**src/sensor_regs_pkg.sv**
```systemverilog
/*
 * Shared constants and carrier types for the command-response, interrupt-flag
 * and visible-light result register bank.
 * Assumes a single 125 MHz clock and an upstream serial slave that turns host
 * transactions into single-cycle byte register accesses on the same clock.
 */
package sensor_regs_pkg;

    // ==========================================================
    // register offsets
    localparam logic [7:0] ADDR_COMMAND = 8'h18;
    localparam logic [7:0] ADDR_RESULT_CODE = 8'h20;
    localparam logic [7:0] ADDR_IRQ_FLAGS = 8'h21;
    localparam logic [7:0] ADDR_VIS_LOW = 8'h22;
    localparam logic [7:0] ADDR_VIS_HIGH = 8'h23;

    // ==========================================================
    // values after reset
    localparam logic [7:0] RESET_BYTE = 8'h00;
    localparam logic [5:0] RESET_FLAGS = 6'h00;
    localparam logic [15:0] RESET_VIS = 16'h0000;

    // ==========================================================
    // interrupt flag positions
    localparam int FLAG_CMD = 5;
    localparam int FLAG_PROX3 = 4;
    localparam int FLAG_PROX2 = 3;
    localparam int FLAG_PROX1 = 2;
    localparam int FLAG_AMBIENT_HI = 1;
    localparam int FLAG_AMBIENT_LO = 0;
    localparam int NUM_FLAGS = 6;

    // ==========================================================
    // result codes; every error code has bit 7 set
    localparam int ERROR_BIT = 7;
    localparam logic [7:0] ERR_INVALID_CMD = 8'h80;
    localparam logic [7:0] ERR_OVF_PROX1 = 8'h88;
    localparam logic [7:0] ERR_OVF_PROX2 = 8'h89;
    localparam logic [7:0] ERR_OVF_PROX3 = 8'h8a;
    localparam logic [7:0] ERR_OVF_VIS = 8'h8c;
    localparam logic [7:0] ERR_OVF_IR = 8'h8d;
    localparam logic [7:0] ERR_OVF_AUX = 8'h8e;
    localparam logic [3:0] COUNT_STEP = 4'h1;

    // ==========================================================
    // locally handled command codes (plain defaults)
    localparam logic [7:0] CMD_NO_OPERATION = 8'h00;
    localparam logic [7:0] CMD_RESET = 8'h01;

    // converter overflow source
    typedef enum logic [2:0] {
        OVF_PROX1 = 3'b000,
        OVF_PROX2 = 3'b001,
        OVF_PROX3 = 3'b010,
        OVF_VIS = 3'b011,
        OVF_IR = 3'b100,
        OVF_AUX = 3'b101
    } ovf_src_t;

    // one host register access, valid for one cycle
    typedef struct packed {
        logic wr;
        logic rd;
        logic [7:0] addr;
        logic [7:0] wdata;
    } reg_req_t;

    // events from the measurement engine, all one-cycle pulses
    typedef struct packed {
        logic ovf;
        ovf_src_t ovf_src;
        logic [2:0] prox_evt;
        logic [1:0] ambient_evt;
        logic vis_valid;
        logic [15:0] vis_data;
        logic auto_clear;
    } meas_evt_t;

endpackage

```
**src/result_code_unit.sv**
```systemverilog
/*
 * Command result code register: error latch plus 4-bit completion counter.
 * Assumes clear, write, done and error requests are single-cycle pulses from
 * the register bank on the same clock.
 */
module result_code_unit
    import sensor_regs_pkg::*;
(
    input wire logic clk,
    input wire logic rst,
    input wire logic clear,
    input wire logic wr_en,
    input wire logic [7:0] wr_data,
    input wire logic done,
    input wire logic err_valid,
    input wire logic [7:0] err_code,
    output logic [7:0] code,
    output logic error_held
);

    logic [7:0] next_code;

    // ==========================================================
    // next code: error over clear, clear over write, write over error, error over count
    always_comb begin
        next_code = code;
        if (clear) begin
            next_code = RESET_BYTE;
        end else if (wr_en) begin
            next_code = wr_data;
        end else if (!code[ERROR_BIT] && done) begin
            next_code = {4'h0, code[3:0] + COUNT_STEP};
        end
        // a fresh error lands over a clear in the same cycle, so an error raised
        // just as the host sends a no-operation is never lost
        if (err_valid && (clear || (!wr_en && !code[ERROR_BIT]))) begin
            next_code = err_code;
        end
        // an error sticks until a clear or a host write arrives
    end

    always_ff @(posedge clk) begin
        if (rst) begin
            code <= RESET_BYTE;
        end else begin
            code <= next_code;
        end
    end

    assign error_held = code[ERROR_BIT];

endmodule

```
**src/sensor_cmd_response_irq_regs.sv**
```systemverilog
/*
 * Register bank for command mailbox, command result code, interrupt flags
 * and the 16-bit visible-light result.
 * Assumes the serial slave presents byte accesses as REG_REQ pulses on CLK,
 * and that the sequencer and measurement engine run on the same clock.
 */
// Contract
// - A sequencer error loads the result code with bit 7 set.
// - An error stays until reset or no-operation; other commands are dropped. (A host write to 0x20 also replaces it.)
// - A held error never stops measurement events, flags or results.
// - Codes 0x00-0x0F mean no error; low nibble counts finished commands.
// - Command execution may wait an unbounded time for the sequencer.
// - An unrecognised command reports code 0x80.
// - Proximity overflow one, two, three reports 0x88, 0x89, 0x8A.
// - Visible, infrared, auxiliary overflow reports 0x8C, 0x8D, 0x8E.
// - Flags: command bit 5, proximity bits 4..2, ambient 1:0, 7:6 reserved.
// - Interrupt output asserts when any flag and its enable are set.
// - In clearing mode zero a flag stays until host writes one.
// - In mode one flags self-clear except proximity channels in mode 11.
// - Visible result low byte 0x22, high byte 0x23, both zero at reset.
// - Commands enter by writing 0x18; only that write wakes the device.
module sensor_cmd_response_irq_regs
    import sensor_regs_pkg::*;
(
    input wire logic CLK,
    input wire logic RST,
    input wire reg_req_t REG_REQ,
    output logic [7:0] RD_DATA,
    output logic RD_VALID,
    output logic CMD_REQ,
    output logic [7:0] CMD_CODE,
    input wire logic CMD_ACK,
    input wire logic CMD_BAD,
    input wire meas_evt_t MEAS_EVT,
    input wire logic [5:0] IRQ_ENABLE,
    input wire logic INT_MODE,
    input wire logic [2:0] PROX_MODE_HOLD,
    output logic IRQ,
    output logic WAKE,
    output logic ERROR_HELD
);

    // ==========================================================
    // register access decode
    logic soft_rst;
    logic rst_any;
    logic wr_cmd;
    logic wr_result;
    logic wr_flags;
    logic wr_vis_low;
    logic wr_vis_high;
    logic is_reset_cmd;
    logic is_nop_cmd;
    logic [7:0] result_code;
    logic error_held;

    // a reset command acts one cycle later through the same path as RST
    assign rst_any = RST | soft_rst;
    assign wr_cmd = REG_REQ.wr && (REG_REQ.addr == ADDR_COMMAND);
    assign wr_result = REG_REQ.wr && (REG_REQ.addr == ADDR_RESULT_CODE);
    assign wr_flags = REG_REQ.wr && (REG_REQ.addr == ADDR_IRQ_FLAGS);
    assign wr_vis_low = REG_REQ.wr && (REG_REQ.addr == ADDR_VIS_LOW);
    assign wr_vis_high = REG_REQ.wr && (REG_REQ.addr == ADDR_VIS_HIGH);
    assign is_reset_cmd = wr_cmd && (REG_REQ.wdata == CMD_RESET);
    assign is_nop_cmd = wr_cmd && (REG_REQ.wdata == CMD_NO_OPERATION);

    // ==========================================================
    // command mailbox towards the sequencer
    logic next_cmd_req;
    logic [7:0] next_cmd_code;
    logic next_wake;
    logic next_soft_rst;
    logic cmd_done;
    logic cmd_invalid;
    logic cmd_taken;

    // a command is taken only with no error held and the mailbox idle;
    // a second write while one is pending is dropped, so the host must
    // wait for the counter to move before issuing the next one
    assign cmd_taken = wr_cmd && !is_reset_cmd && !is_nop_cmd && !error_held && !CMD_REQ;
    assign cmd_done = CMD_REQ && CMD_ACK && !CMD_BAD;
    assign cmd_invalid = CMD_REQ && CMD_ACK && CMD_BAD;

    always_comb begin
        next_cmd_req = CMD_REQ;
        next_cmd_code = CMD_CODE;
        next_wake = wr_cmd;
        next_soft_rst = is_reset_cmd;
        if (CMD_REQ && CMD_ACK) begin
            next_cmd_req = 1'b0; // held until the sequencer gets to it
        end
        if (cmd_taken) begin
            next_cmd_req = 1'b1;
            next_cmd_code = REG_REQ.wdata;
        end
    end

    always_ff @(posedge CLK) begin
        if (rst_any) begin
            CMD_REQ <= 1'b0;
            CMD_CODE <= RESET_BYTE;
            WAKE <= 1'b0;
        end else begin
            CMD_REQ <= next_cmd_req;
            CMD_CODE <= next_cmd_code;
            WAKE <= next_wake;
        end
    end

    // soft reset pulse only depends on RST, never on itself
    always_ff @(posedge CLK) begin
        if (RST) begin
            soft_rst <= 1'b0;
        end else begin
            soft_rst <= next_soft_rst;
        end
    end

    // ==========================================================
    // result code: errors from the sequencer and the converter
    logic err_valid;
    logic [7:0] err_code;

    always_comb begin
        err_valid = 1'b0;
        err_code = ERR_INVALID_CMD;
        if (cmd_invalid) begin
            err_valid = 1'b1;
            err_code = ERR_INVALID_CMD;
        end else if (MEAS_EVT.ovf) begin
            err_valid = 1'b1;
            unique case (MEAS_EVT.ovf_src)
                OVF_PROX1: err_code = ERR_OVF_PROX1;
                OVF_PROX2: err_code = ERR_OVF_PROX2;
                OVF_PROX3: err_code = ERR_OVF_PROX3;
                OVF_VIS: err_code = ERR_OVF_VIS;
                OVF_IR: err_code = ERR_OVF_IR;
                OVF_AUX: err_code = ERR_OVF_AUX;
                default: err_valid = 1'b0; // unused source codes are dropped
            endcase
        end
    end

    result_code_unit u_result (
        .clk(CLK),
        .rst(rst_any),
        .clear(is_nop_cmd),
        .wr_en(wr_result),
        .wr_data(REG_REQ.wdata),
        .done(cmd_done),
        .err_valid(err_valid),
        .err_code(err_code),
        .code(result_code),
        .error_held(error_held)
    );

    // ==========================================================
    // interrupt flags, write-one-to-clear or measurement engine auto-clear
    logic [5:0] flags;
    logic [5:0] next_flags;
    logic [5:0] flag_set;
    logic [5:0] flag_keep;
    logic auto_clr;

    // events land whatever the result code holds
    assign flag_set = {cmd_done | cmd_invalid, MEAS_EVT.prox_evt, MEAS_EVT.ambient_evt};
    assign flag_keep = {1'b0, PROX_MODE_HOLD, 2'b00};
    assign auto_clr = MEAS_EVT.auto_clear && INT_MODE;

    genvar i;
    generate
        for (i = 0; i < NUM_FLAGS; i++) begin : g_flag
            // set beats any clear in the same cycle; zero writes are ignored
            always_comb begin
                next_flags[i] = flags[i];
                if (wr_flags && REG_REQ.wdata[i]) begin
                    next_flags[i] = 1'b0;
                end
                if (auto_clr && !flag_keep[i]) begin
                    next_flags[i] = 1'b0;
                end
                if (flag_set[i]) begin
                    next_flags[i] = 1'b1;
                end
            end
        end
    endgenerate

    logic next_irq;

    // interrupt output is registered from the next flags, so it changes in the same cycle as the flags
    always_comb begin
        next_irq = |(next_flags & IRQ_ENABLE);
    end

    always_ff @(posedge CLK) begin
        if (rst_any) begin
            flags <= RESET_FLAGS;
            IRQ <= 1'b0;
            ERROR_HELD <= 1'b0;
        end else begin
            flags <= next_flags;
            IRQ <= next_irq;
            ERROR_HELD <= result_code[ERROR_BIT];
        end
    end

    // ==========================================================
    // visible light result; engine update beats host write
    logic [15:0] vis;
    logic [15:0] next_vis;

    always_comb begin
        next_vis = vis;
        if (wr_vis_low) begin
            next_vis[7:0] = REG_REQ.wdata;
        end
        if (wr_vis_high) begin
            next_vis[15:8] = REG_REQ.wdata;
        end
        if (MEAS_EVT.vis_valid) begin
            next_vis = MEAS_EVT.vis_data;
        end
    end

    always_ff @(posedge CLK) begin
        if (rst_any) begin
            vis <= RESET_VIS;
        end else begin
            vis <= next_vis;
        end
    end

    // ==========================================================
    // read port: data one cycle after the read strobe
    logic [7:0] next_rd_data;

    always_comb begin
        next_rd_data = RD_DATA;
        if (REG_REQ.rd) begin
            unique case (REG_REQ.addr)
                ADDR_COMMAND: next_rd_data = CMD_CODE;
                ADDR_RESULT_CODE: next_rd_data = result_code;
                ADDR_IRQ_FLAGS: next_rd_data = {2'b00, flags};
                ADDR_VIS_LOW: next_rd_data = vis[7:0];
                ADDR_VIS_HIGH: next_rd_data = vis[15:8];
                default: next_rd_data = RESET_BYTE;
            endcase
        end
    end

    always_ff @(posedge CLK) begin
        if (rst_any) begin
            RD_DATA <= RESET_BYTE;
            RD_VALID <= 1'b0;
        end else begin
            RD_DATA <= next_rd_data;
            RD_VALID <= REG_REQ.rd;
        end
    end

    // ==========================================================
    // checks
    a_error_msb_set: assert property (@(posedge CLK) disable iff (rst_any)
        err_valid && !error_held && !is_nop_cmd && !wr_result |=> result_code[7])
        else $error("error event did not load an error code");

    a_error_retained: assert property (@(posedge CLK) disable iff (rst_any)
        error_held && !is_nop_cmd && !is_reset_cmd && !wr_result
        |=> result_code == $past(result_code))
        else $error("held error code changed without a clear");

    a_error_blocks_cmd: assert property (@(posedge CLK) disable iff (rst_any)
        error_held && wr_cmd && !is_reset_cmd && !is_nop_cmd && !CMD_REQ |=> !CMD_REQ)
        else $error("command accepted while an error was held");

    a_counter_wraps: assert property (@(posedge CLK) disable iff (rst_any)
        cmd_done && !error_held && !err_valid && !is_nop_cmd && !wr_result
        |=> result_code == {4'h0, $past(result_code[3:0]) + 4'h1})
        else $error("completion counter did not advance");

    a_invalid_code: assert property (@(posedge CLK) disable iff (rst_any)
        cmd_invalid && !error_held && !is_nop_cmd && !wr_result |=> result_code == 8'h80)
        else $error("invalid command did not report 0x80");

    a_prox3_overflow: assert property (@(posedge CLK) disable iff (rst_any)
        MEAS_EVT.ovf && MEAS_EVT.ovf_src == OVF_PROX3 && !cmd_invalid && !error_held
        && !is_nop_cmd && !wr_result |=> result_code == 8'h8a)
        else $error("proximity three overflow code wrong");

    a_ir_overflow: assert property (@(posedge CLK) disable iff (rst_any)
        MEAS_EVT.ovf && MEAS_EVT.ovf_src == OVF_IR && !cmd_invalid && !error_held
        && !is_nop_cmd && !wr_result |=> result_code == 8'h8d)
        else $error("infrared overflow code wrong");

    a_flag_set_wins: assert property (@(posedge CLK) disable iff (rst_any)
        MEAS_EVT.prox_evt[0] |=> flags[2] ##1 (flags[2] || $past(wr_flags || auto_clr)))
        else $error("proximity event lost");

    a_irq_follows: assert property (@(posedge CLK) disable iff (rst_any)
        (|(flags & IRQ_ENABLE)) && !wr_flags && !auto_clr |=> IRQ)
        else $error("enabled flag did not raise the interrupt");

    a_write_one_clears: assert property (@(posedge CLK) disable iff (rst_any)
        wr_flags && REG_REQ.wdata[5] && !flag_set[5] |=> !flags[5])
        else $error("write one did not clear the command flag");

    a_write_zero_keeps: assert property (@(posedge CLK) disable iff (rst_any)
        wr_flags && !REG_REQ.wdata[4] && flags[4] && !auto_clr |=> flags[4])
        else $error("write zero disturbed a flag");

    a_mode11_holds: assert property (@(posedge CLK) disable iff (rst_any)
        auto_clr && PROX_MODE_HOLD[1] && flags[3] && !(wr_flags && REG_REQ.wdata[3])
        |=> flags[3])
        else $error("auto clear removed a held proximity flag");

    a_vis_loads: assert property (@(posedge CLK) disable iff (rst_any)
        MEAS_EVT.vis_valid |=> vis == $past(MEAS_EVT.vis_data))
        else $error("visible result not loaded");

    a_wake_on_cmd: assert property (@(posedge CLK) disable iff (rst_any)
        wr_cmd && !is_reset_cmd |=> WAKE ##1 !WAKE || $past(wr_cmd))
        else $error("mailbox write did not pulse wake");

endmodule

```
**config.mk**
```make
export PLATFORM = sky130hd
export DESIGN_NAME = sensor_cmd_response_irq_regs
export DESIGN_NICKNAME = d
export VERILOG_FILES = /design/src/sensor_regs_pkg.sv /design/src/result_code_unit.sv /design/src/sensor_cmd_response_irq_regs.sv
export SDC_FILE = /design/constraint.sdc
export NUM_CORES = 1
export LEC_CHECK = 0
export BUFFER_PORTS_ARGS = -buffer_cell sky130_fd_sc_hd__buf_2
export CORE_MARGIN = 5
export CORE_UTILIZATION = 46
export DETAILED_ROUTE_END_ITERATION = 10
export GPL_TIMING_DRIVEN = 0
export MAX_ROUTING_LAYER = met4
export PLACE_DENSITY = 0.76
export SLEW_MARGIN = 20
export SYNTH_ARGS = -nofsm -noshare
export SYNTH_HDL_FRONTEND = slang
export SYNTH_SLANG_ARGS = --single-unit
```
**constraint.sdc**
```tcl
create_clock -name CLK -period 1.9 [get_ports CLK]
set_input_delay 0.19 -clock CLK [delete_from_list [all_inputs] [get_ports CLK]]
set_output_delay 0.19 -clock CLK [all_outputs]
set_load 0.01 [all_outputs]
```
# --- Yosys cells after proc, flatten, opt, wreduce, memory -nomap -nowiden ---
# Index checks and enable logic that the tools add are counted.
word_totals:
  regBits: 52
  latchBits: 0
  ramBits: 0
  mem_bits_ro: 0
  input_bits: 59
  n_memories: 0
classes:
  n_addsub: 1
  n_mul: 0
  div: 0
  order_cmp: 0
  n_eq_ne: 11
  shift: 0
  n_mux: 34
  bitwise_logic: 3
  reduce_logical: 45
ops:
  columns: ["op", "count"]
  rows:
  - ["$mux W8", 6]
  - ["$pmux W8 S5", 1]
  - ["$eq A8 B6 Y1 const B", 4]
  - ["$logic_and A1 B1 Y1", 27]
  - ["$pmux W4 S6", 1]
  - ["$mux W1", 23]
  - ["$mux W16", 1]
  - ["$reduce_or A6 Y1", 2]
  - ["$logic_not A1 Y1", 9]
  - ["$eq A8 B1 Y1 const B", 1]
  - ["$eq A8 B5 Y1 const B", 1]
  - ["$logic_not A8 Y1", 1]
  - ["$mux W4", 2]
  - ["$and A6 B6 Y6", 1]
  - ["$eq A3 B2 Y1 const B", 2]
  - ["$eq A3 B3 Y1 const B", 2]
  - ["$reduce_bool A2 Y1", 3]
  - ["$add A4 B1 Y4 const B", 1]
  - ["$reduce_bool A4 Y1", 1]
  - ["$eq A3 B1 Y1 const B", 1]
  - ["$logic_not A3 Y1", 1]
  - ["$or A1 B1 Y1", 2]
  - ["$logic_or A1 B1 Y1", 1]

# --- Depth between registers and ports, before layout ---
# Gate-level depths: netlist of run 1.
depth:
  depth_word: 9
  ltp_mapped: 7
  mapped_depth_nobuf: 5

# --- By module ---
# A second synthesis of run 1 with hierarchy kept.
hier_totals:
  cells_unflattened: 309
  area_unflattened_um2: 2671.3
by_module_without_submodules:
  columns: ["mod", "n_inst", "cells_per_inst", "area_per_inst_um2", "seq_area_each_um2"]
  rows:
  - ["sensor_cmd_response_irq_regs", 1, 241, 2154.6, 880.8]
  - ["result_code_unit", 1, 68, 516.7, 160.2]

# --- Worst setup path before layout of run 1 ---
# No wires, ideal clock.
synth_path:
  path_kind: "input to register"
  from: "input REG_REQ[12] in the netlist's numbering"
  to: "register vis[0]"
  setup_time_ns: 0.133
  arrival_time_ns: 1.611
  required_ns: 1.767
  slack_ns: 0.156
  cell_stages: 6
  n_path_buf: 1
  cell_sequence: "or4b_4 > buf_6 > nor4_4 > nand2_4 > mux2i_1 > a21oi_1"
synth_between:
  elab_chain_cells: 3
synth_rtl:
  columns: ["item", "line_no", "rtl"]
  rows:
  - ["start: declaration", "sensor_cmd_response_irq_regs.sv:27", "input wire reg_req_t REG_REQ,"]
  - ["$eq A8 B6 Y1", "sensor_cmd_response_irq_regs.sv:62", "assign wr_vis_low = REG_REQ.wr && (REG_REQ.addr == ADDR_VIS_LOW);"]
  - ["$logic_and A1 B1 Y1", "sensor_cmd_response_irq_regs.sv:62", null]
  - ["$reduce_bool A2 Y1 (no source line)", null, null]
  - ["end signal: assignment", "sensor_cmd_response_irq_regs.sv:230", "vis <= next_vis;"]
  - ["end: declaration", "sensor_cmd_response_irq_regs.sv:210", "logic [15:0] vis;"]
# No other way between the ends.
# A chain may end at the register's enable or synchronous reset.

# --- Final worst setup path of run 1 ---
layout_path:
  from: "input REG_REQ[15] in the netlist's numbering"
  to: "register u_result.code[2]"
layout_between:
  elab_chain_cells: 7
layout_rtl:
  columns: ["item", "line_no", "rtl"]
  rows:
  - ["$eq A8 B6 Y1", "sensor_cmd_response_irq_regs.sv:60", "assign wr_result = REG_REQ.wr && (REG_REQ.addr == ADDR_RESULT_CODE);"]
  - ["$logic_and A1 B1 Y1", "sensor_cmd_response_irq_regs.sv:60", null]
  - ["$logic_not A1 Y1", "result_code_unit.sv:36", "if (err_valid && (clear || (!wr_en && !code[ERROR_BIT]))) begin"]
  - ["$logic_and A1 B1 Y1", "result_code_unit.sv:36", null]
  - ["$logic_or A1 B1 Y1", "result_code_unit.sv:36", null]
  - ["$logic_and A1 B1 Y1", "result_code_unit.sv:36", null]
  - ["$reduce_bool A4 Y1 (no source line) / $mux W8 (equally long branches)", null, null]
  - ["end signal: assignment", "result_code_unit.sv:46", "code <= next_code;"]
  - ["end: declaration", "result_code_unit.sv:17", "output logic [7:0] code,"]
# Parallel ways exist; a longest one is shown, timed or not.

==> results of run 1 <==
-- power groups by stage --
stage               clock network [mW]  logic (mW)  registers [mW]
finish                           0.885       0.324            1.17
global route                     0.934       0.355            1.18
CTS                              0.887       0.317            1.17
detailed placement                   0       0.315            1.20
global placement                     0       0.307            1.19
floorplan                            0       0.163            1.19
-- worst register-to-register path, cell delays in order, from the launching register on --
cell                       delay [ns]
sky130_fd_sc_hd__dfxtp_1         0.43
sky130_fd_sc_hd__nand3_1         0.16
sky130_fd_sc_hd__nor2b_1         0.18
sky130_fd_sc_hd__o32a_2          0.39
sky130_fd_sc_hd__a221oi_1        0.30
sky130_fd_sc_hd__nor2_1          0.11
-- cells in the mapped netlist, types with 3 or more instances --
master,count
sky130_fd_sc_hd__nor4_4,3
sky130_fd_sc_hd__a31oi_1,8
sky130_fd_sc_hd__nor2_1,25
sky130_fd_sc_hd__a22oi_1,13
sky130_fd_sc_hd__nand2b_1,3
sky130_fd_sc_hd__clkbuf_1,11
sky130_fd_sc_hd__dfxtp_1,52
sky130_fd_sc_hd__nor3_1,3
sky130_fd_sc_hd__a221oi_1,7
sky130_fd_sc_hd__o21ai_0,32
sky130_fd_sc_hd__mux2i_1,16
sky130_fd_sc_hd__nand3_1,6
sky130_fd_sc_hd__nor4_1,6
sky130_fd_sc_hd__inv_1,6
sky130_fd_sc_hd__nand2_1,29
sky130_fd_sc_hd__xor2_1,3
sky130_fd_sc_hd__a21oi_1,34
sky130_fd_sc_hd__and2_1,6
-- metal layers --
layer / part of all wire, % / track usage (%) / routed length (um) / vias up
met4: 1.8 / 7.194 / 157 / 0
li1: - / - / - / 1332
met3: 8.9 / 4.369 / 767 / 17
met1: 42 / 30.50 / 3609 / 1298
met2: 47 / 37.92 / 4077 / 163
met5: 0 / - / 0 / -
-- timing repair --
action | in CTS | in global routing
gates resized for setup | 0 | 2
hold endpoints to repair | 0 | 0
setup endpoints to repair | 0 | 20
setup buffers | 0 | 5
-- final cells by class --
class	count	area (um^2)
flip-flops and latches	52	1041
clock inverters	2	60.06
multi-input cells	233	1485
well taps	72	90.09
fillers	527	2236
inverters	6	22.52
repair buffers	84	432.9
clock buffers	5	68.82
plain buffers	15	70.07
-- per-stage QoR --
stage	instances	TNS [ns]
global placement	457	-5.120
global route	469	0
detailed placement	457	-6.288
floorplan	306	0
CTS	464	0
finish	469	0
-- final timing paths --
kind / start / endpoint / slack [ns] / cells after the start
hold / removal: RST / soft_rst$_SDFF_PP0_ / 0.08 / 2
hold reg to reg: RD_DATA[7]$_SDFFE_PP0P_ / RD_DATA[7]$_SDFFE_PP0P_ / 0.46 / 1
setup / recovery: REG_REQ[15] / u_result.code[2]$_SDFFE_PP0P_ / 0.12 / 6
setup reg to reg: CMD_REQ$_SDFFE_PP0P_ / u_result.code[2]$_SDFFE_PP0P_ / 0.22 / 5
-- state kept, by name, indices dropped and copies added (netlist names) --
name           cells
IRQ                1
soft_rst           1
WAKE               1
vis               16
flags              6
ERROR_HELD         1
CMD_REQ            1
u_result.code      8
RD_DATA            8
RD_VALID           1
CMD_CODE           8
-- cells by family (layout without fill, tap and decap cells) --
kind of cell / Yosys count / after routing / synth area share, %
muxes: 17 / 17 / 6.577
AOI/OAI and AO/OA: 111 / 111 / 26.07
xor gates and xnor gates: 3 / 3 / 1.008
DFF: 52 / 52 / 39.94
and+or+nand+nor: 101 / 101 / 22.37
adders and majority gates: 1 / 1 / 0.4800
buffers and inverters: 21 / 112 / 3.553
==> impl_metrics.tcl, run 1 <==
set metrics [dict create \
    outcome "finished clean" \
    synth_nets 366 \
    place.port_buffers 79 \
    synth_cells 306 \
    via_per_inst 5.991 \
    leading_cell_type_in_the_layout_fill_and_taps_excluded "sky130_fd_sc_hd__buf_2" \
    first_pass_grt_wire_length_mm 13.30 \
    detailed_place_hpwl_mm 6.214 \
    ctsRootBufferMaster "sky130_fd_sc_hd__clkbuf_8" \
    clk_latency_ns 0.31 \
    crit_path_class "input port to register" \
    grt_setup_unrepaired "no" \
    maxSlewViolCount 0 \
    slowest_stage "sky130_fd_sc_hd__or4_1" \
    cts_tree "yes" \
    coreArea_um2 5507 \
    drt_pass1_iterations 6 \
    antennaDiodeCount 0 \
    timing.final.crit_period_ns 1.783 \
    crit_path_max_fanout 9 \
    buffers_inverters_on_critical_path 1 \
    critPathArrivalTime_ns 1.96 \
    maxClockFrequency_ghz 0.5608 \
    path_delay_family "simple AND/OR/NAND/NOR gates" \
    required_ns 2.08 \
    startpoint_type "input port" \
    first_iter_violations 295 \
    drt-total-wl_mm 8.611 \
    postSynth.asyncResetShare_pct 0 \
    comb_power_share_pct 13.6 \
    ir_worst_vdd_mv 0.3545 \
    stdcell_area_um2 3271 \
    fp.dieW_um 85.27 \
    synthesis.area_per_instance_um2 8.517 \
    synth_seq_cells 52 \
    share_of_cells_above_drive_strength_1_pct 27.46 \
    pwr-share-clk_pct 37.2 \
    grt_pass1_vias 2658 \
    power.share.sequential_pct 49.2 \
    ctsHtreeMaxLevel 2 \
    detailroute.via_count 2810 \
    clock_skew_ns 0.01290 \
    power.total_mw 2.382 \
    seq_area_frac_synth_pct 39.94 \
    period_share_pct 93.86 \
    synth.lib_cells_used.distinct 48 \
    holdBufCountCts 0 \
    grt_antenna_before_repair 0 \
    sw_frac_of_total_pct 24.84 \
    ctsLongestPathBuffers 2 \
    synthDominantAreaCellType "sky130_fd_sc_hd__dfxtp_1" \
    gr-usage-all-layers_pct 23.75 \
    dpl_cell_area_um2 3092 \
    max_stage_delay_on_crit_path_ns 0.62 \
    dp_worst_setup_slack_ns -0.2885 \
    globalRoute.totalOverflow 0 \
    yosysWarningCount 0 \
    hold_path.class "input port to register" \
    routedWlPerCell_um 18.36 \
    yosys.area.top_type_share_pct 39.94 \
    fp.dieH_um 85.27 \
    layout_nets 457 \
    final_cell_mix "sky130_fd_sc_hd__buf_2, sky130_fd_sc_hd__dfxtp_1, sky130_fd_sc_hd__a21oi_1, sky130_fd_sc_hd__o21ai_0, sky130_fd_sc_hd__nand2_1" \
    ys.flop_type "sky130_fd_sc_hd__dfxtp_1" \
    synth_top_cells_by_area "sky130_fd_sc_hd__dfxtp_1, sky130_fd_sc_hd__a21oi_1, sky130_fd_sc_hd__mux2i_1" \
    detail_route.drc_violations 0 \
    switching_power_mw 0.5916 \
    final_layout_worst_hold_slack_ns 0.07754 \
    clkTransAtPathRegs_ns 0.09 \
    final.setup.worst_slack_ns 0.1167 \
    rows 27 \
    start_util_pct 47.33 \
    p_int_mw 1.791 \
    area_growth_syn_to_layout_pct 25.49 \
    slew_headroom_pct 58.27 \
    final_antenna_net_count 0 \
    path_cells "buf_2 -> or4_1 -> nor3_4 -> o22ai_1 -> a221oi_1 -> nor2_1" \
    die_area_um2 7271 \
    worst_slew_pin_slew_ns 0.6237 \
    clock_sinks 52 \
    post-route-util_pct 59.40 \
    gp_congestion 0.9055 \
    setup-violations-final 0 \
    post_synth_instance_area_um2 2606 \
    cp-end-kind "register" \
    cap_viol_max_count 0 \
    cts_made_buffers 5 \
    pin_count_of_the_biggest_net_entering_global_routing 16 \
    power_per_cell_area_nw_per_um2 728.4 \
    synth-edff-count 0 \
    power_leakage_nw 1.452 \
    io_pins 80 \
    finalHoldViolations 0 \
]
Power figures use the tool's default switching activity.
==> run 2, diff against run 1 <==
PLACE_DENSITY = unset   (was 0.76)
PLACE_DENSITY_LB_ADDON = 0.3   (was unset)
==> impl_metrics.tcl, run 2 (synthesis gave the netlist of run 1 again) <==
set metrics [dict create \
    worst_slew_pin_slew_ns 0.6396 \
    max_stage_delay_on_crit_path_ns 0.53 \
    place.port_buffers 79 \
    maxSlewViolCount 0 \
    grt_antenna_before_repair 0 \
    startpoint_type "input port" \
    dpl_cell_area_um2 3092 \
    outcome "finished clean" \
    slew_headroom_pct 57.21 \
    share_of_cells_above_drive_strength_1_pct 27.20 \
    most_flops_register "vis" \
    ctsRootBufferMaster "sky130_fd_sc_hd__clkbuf_8" \
    path_cells "buf_2 -> or4b_4 -> buf_6 -> nor2_1 -> a222oi_1 -> a21oi_1 -> a21o_1" \
    power_per_cell_area_nw_per_um2 652.6 \
    detailroute.via_count 2733 \
    post-route-util_pct 58.46 \
    gr-usage-all-layers_pct 22.41 \
    ir_worst_vdd_mv 0.4026 \
    place_inst 457 \
    routedWlPerCell_um 17.49 \
    clock_sinks 52 \
    first_iter_violations 297 \
    antennaDiodeCount 0 \
    fp.dieW_um 85.27 \
    grt_pass1_vias 2533 \
    finalSetupTns_ns 0 \
    post_layout_nonfiller_instances 469 \
    rows 27 \
    fp.dieH_um 85.27 \
    cts_made_buffers 5 \
    via_per_inst 5.827 \
    stdcell_area_um2 3219 \
    holdBufCountCts 0 \
    layout_nets 457 \
    die_area_um2 7271 \
    area_growth_syn_to_layout_pct 23.52 \
    critPathArrivalTime_ns 2.02 \
    first_pass_grt_wire_length_mm 12.60 \
    detail_route.drc_violations 0 \
    power.share.sequential_pct 55.8 \
    cts_tree "yes" \
    gp_congestion 0.8757 \
    pin_count_of_the_biggest_net_entering_global_routing 15 \
    final_cell_mix "sky130_fd_sc_hd__buf_2, sky130_fd_sc_hd__dfxtp_1, sky130_fd_sc_hd__a21oi_1, sky130_fd_sc_hd__o21ai_0, sky130_fd_sc_hd__nand2_1" \
    required_ns 2.16 \
    grt_setup_unrepaired "no" \
    start_util_pct 47.33 \
    clkTransAtPathRegs_ns 0.09 \
    power.total_mw 2.101 \
    slowest_stage "sky130_fd_sc_hd__or4b_4" \
    comb_power_share_pct 15.1 \
    drt-total-wl_mm 8.202 \
    cap_viol_max_count 0 \
    ctsHtreeMaxLevel 2 \
    crit_path_max_fanout 8 \
    setup-violations-final 0 \
    clock_skew_ns 0.007694 \
    final_antenna_net_count 0 \
    drt_pass1_iterations 5 \
    coreArea_um2 5507 \
    hold_path.class "input port to register" \
    sw_frac_of_total_pct 27.50 \
    largest_reg_flops 16 \
    io_pins 80 \
    power_leakage_nw 1.429 \
    ctsLongestPathBuffers 2 \
    pwr-share-clk_pct 29.1 \
    crit_path_class "input port to register" \
    final_layout_worst_hold_slack_ns 0.06342 \
    cp-end-kind "register" \
    dp_worst_setup_slack_ns -0.2956 \
    leading_cell_type_in_the_layout_fill_and_taps_excluded "sky130_fd_sc_hd__buf_2" \
    period_share_pct 92.98 \
    globalRoute.totalOverflow 0 \
    finalHoldViolations 0 \
    maxClockFrequency_ghz 0.5660 \
    clk_latency_ns 0.31 \
    switching_power_mw 0.5778 \
    p_int_mw 1.523 \
    detailed_place_hpwl_mm 6.159 \
    final.setup.worst_slack_ns 0.1333 \
    timing.final.crit_period_ns 1.767 \
]
==> run 2: area by class of cell <==
cell class	count	area, um^2
Timing Repair Buffer	84	432.9
Multi-Input combinational cell	233	1485
Inverter	6	22.52
Fill cell	507	2287
Tap cell	72	90.09
Buffer	15	70.07
Clock inverter	1	5.005
Sequential cell	52	1041
Clock buffer	6	72.57
==> run 2: critical path: cells and delay by family <==
family	cells	cell delay, ns
buf+inv	2	0.28
compound gates	3	0.53
simple gates	2	1.03
==> run 2: path summary, 6_finish.rpt <==
check / start / endpoint / slack, ns / cells after the start
setup reg to reg: soft_rst$_SDFF_PP0_ / RD_DATA[7]$_SDFFE_PP0P_ / 0.23 / 6
hold / removal: RST / soft_rst$_SDFF_PP0_ / 0.06 / 2
hold reg to reg: RD_DATA[6]$_SDFFE_PP0P_ / RD_DATA[6]$_SDFFE_PP0P_ / 0.48 / 1
setup / recovery: REG_REQ[12] / RD_DATA[7]$_SDFFE_PP0P_ / 0.13 / 7
==> run 2: power groups by stage <==
stage	Sequential [mW]	Clock (mW)	Combinational [mW]
CTS	1.17	0.608	0.313
global route	1.18	0.651	0.351
global placement	1.19	0	0.307
finish	1.17	0.611	0.318
floorplan	1.19	0	0.163
detailed placement	1.20	0	0.312
==> run 2: routing by layer <==
metal | up-vias | GRT usage [%] | wire (um)
li1 | 1333 | - | -
met1 | 1266 | 30.57 | 3695
met2 | 121 | 33.40 | 3728
met3 | 13 | 3.981 | 621
met4 | 0 | 7.482 | 157
met5 | - | - | 0
==> run 2: timing repair <==
item / 4_1_cts / 5_1_grt
buffers inserted: 0 / 5
gates resized for setup: 0 / 2
setup endpoints to repair: 0 / 17
==> run 3, diff against run 2 <==
BUFFER_PORTS_ARGS = -buffer_cell sky130_fd_sc_hd__clkbuf_2   (was -buffer_cell sky130_fd_sc_hd__buf_2)
==> impl_metrics.tcl, run 3 (synthesis gave the netlist of run 1 again) <==
set metrics [dict create \
    detail_route.drc_violations 0 \
    slew_headroom_pct 55.10 \
    critPathArrivalTime_ns 2.08 \
    worst_slew_pin_slew_ns 0.6710 \
    final_layout_worst_hold_slack_ns 0.06209 \
    grt_setup_unrepaired "no" \
    holdBufCountCts 0 \
    cts_made_buffers 5 \
    finalHoldViolations 0 \
    largest_reg_flops 16 \
    min_to "soft_rst$_SDFF_PP0_" \
    required_ns 2.16 \
    comb_power_share_pct 14.0 \
    switching_power_mw 0.5990 \
    drt_pass1_iterations 5 \
    worstHoldStart "RST" \
    period_share_pct 95.78 \
    routedWlPerCell_um 17.53 \
    gp_congestion 0.8768 \
    p_int_mw 1.669 \
    start_util_pct 47.33 \
    startpoint_type "input port" \
    ir_worst_vdd_mv 0.5692 \
    grt_pass1_vias 2605 \
    timing.final.crit_period_ns 1.820 \
    area_growth_syn_to_layout_pct 24.82 \
    setup-violations-final 0 \
    place_inst 457 \
    maxSlewViolCount 0 \
    crit_path_class "input port to register" \
    critical_path.reg2reg.endpoint "RD_DATA[7]$_SDFFE_PP0P_" \
    layout_nets 457 \
    ctsHtreeMaxLevel 2 \
    outcome "finished clean" \
    die_area_um2 7271 \
    hold_path.class "input port to register" \
    final_antenna_net_count 0 \
    via_per_inst 5.862 \
    post-route-util_pct 59.08 \
    sw_frac_of_total_pct 26.41 \
    reg2reg_from "soft_rst$_SDFF_PP0_" \
    cts-resized-gates 0 \
    r2r_setup_slack_ns 0.21 \
    globalRoute.totalOverflow 0 \
    clock_sinks 52 \
    grt_antenna_before_repair 0 \
    ctsLongestPathBuffers 2 \
    most_flops_register "vis" \
    pwr-share-clk_pct 34.3 \
    layout.area.seq_um2 1041 \
    coreArea_um2 5507 \
    antennaDiodeCount 0 \
    fp.dieH_um 85.27 \
    fp.dieW_um 85.27 \
    power_leakage_nw 1.442 \
    first_pass_grt_wire_length_mm 12.81 \
    final_cell_mix "sky130_fd_sc_hd__clkbuf_2, sky130_fd_sc_hd__dfxtp_1, sky130_fd_sc_hd__a21oi_1, sky130_fd_sc_hd__o21ai_0, sky130_fd_sc_hd__nand2_1" \
    share_of_cells_above_drive_strength_1_pct 26.88 \
    ctsRootBufferMaster "sky130_fd_sc_hd__clkbuf_8" \
    cp-end-kind "register" \
    crit_path_max_fanout 10 \
    maxClockFrequency_ghz 0.5495 \
    clk_latency_ns 0.31 \
    cap_viol_max_count 0 \
    pin_count_of_the_biggest_net_entering_global_routing 17 \
    first_iter_violations 243 \
    clock_skew_ns 0.005553 \
    place.port_buffers 79 \
    power.share.sequential_pct 51.7 \
    post_layout_nonfiller_instances 470 \
    leading_cell_type_in_the_layout_fill_and_taps_excluded "sky130_fd_sc_hd__clkbuf_2" \
    detailroute.via_count 2755 \
    gr-usage-all-layers_pct 22.84 \
    n_fill_cell 526 \
    multi_input_area_um2 1473 \
    rows 27 \
    detailed_place_hpwl_mm 6.216 \
    cts_tree "yes" \
    io_pins 80 \
    drt-total-wl_mm 8.237 \
    cell_count_of_the_worst_hold_path 2 \
    ff2ff_path_depth 6 \
    clkTransAtPathRegs_ns 0.10 \
    power_per_cell_area_nw_per_um2 697.3 \
]
==> run 3: worst max path at each step <==
stage / cells after the start / to / start / slack [ns]
2_1_floorplan: 6 / vis[0]$_SDFFE_PP0P_ / REG_REQ[12] / 0.16
3_3_place_gp: 7 / vis[11]$_SDFFE_PP0P_ / REG_REQ[12] / -0.26
3_5_place_dp: 7 / vis[14]$_SDFFE_PP0P_ / REG_REQ[12] / -0.27
4_1_cts: 7 / vis[4]$_SDFFE_PP0P_ / REG_REQ[12] / 0.05
5_1_grt: 7 / RD_DATA[6]$_SDFFE_PP0P_ / REG_REQ[11] / 0.06
6_report: 7 / RD_DATA[7]$_SDFFE_PP0P_ / REG_REQ[11] / 0.08
==> run 3: power by group through the flow <==
stage                     logic, mW  clock network [mW]  registers [mW]
after floorplan               0.163                   0            1.19
after global placement        0.307                   0            1.19
after detailed placement      0.312                   0            1.20
after CTS                     0.313               0.777            1.17
after global routing          0.349               0.827            1.18
final                         0.317               0.779            1.17
==> run 3: area by class of cell <==
type | count | area share (%)
multi-input combinational | 233 | 45.27
sequential | 52 | 32.00
timing repair buffer | 84 | 13.69
tap | 72 | 2.769
clock buffer | 6 | 2.231
buffer | 15 | 2.154
clock inverter | 2 | 1.192
inverter | 6 | 0.6923
==> run 3: what timing repair did <==
item                                    in CTS  in global routing
endpoints found under the setup margin       0                 16
buffers inserted                             0                  5
hold endpoints to repair                     0                  0
==> run 3: critical path, stage by stage <==
cell and delay, ns:
sky130_fd_sc_hd__clkbuf_2 0.10, sky130_fd_sc_hd__nor4bb_1 0.57, sky130_fd_sc_hd__and2_1 0.21, sky130_fd_sc_hd__clkbuf_1 0.40, sky130_fd_sc_hd__o21ai_0 0.29, sky130_fd_sc_hd__a21oi_1 0.22
sky130_fd_sc_hd__a21o_1 0.10
==> run 3: layer usage <==
layer | wire [um] | GRT usage, % | up-vias | share of wire, %
li1 | - | - | 1324 | -
met1 | 3592 | 29.31 | 1281 | 44
met2 | 3742 | 36.30 | 134 | 45
met3 | 717 | 4.757 | 16 | 8.7
met4 | 184 | 6.475 | 0 | 2.2
met5 | 0 | - | - | 0
==> run 3: metrics by stage <==
stage          total power, mW  setup WS (ns)  cell area [um^2]  setup TNS (ns)
2_1_floorplan            1.357         0.1561              2606               0
6_report                 2.268        0.08011              3253               0
3_3_place_gp             1.501        -0.2636              3092          -4.620
5_1_grt                  2.353        0.05659              3253               0
3_5_place_dp             1.509        -0.2718              3092          -5.145
4_1_cts                  2.262        0.04956              3203               0
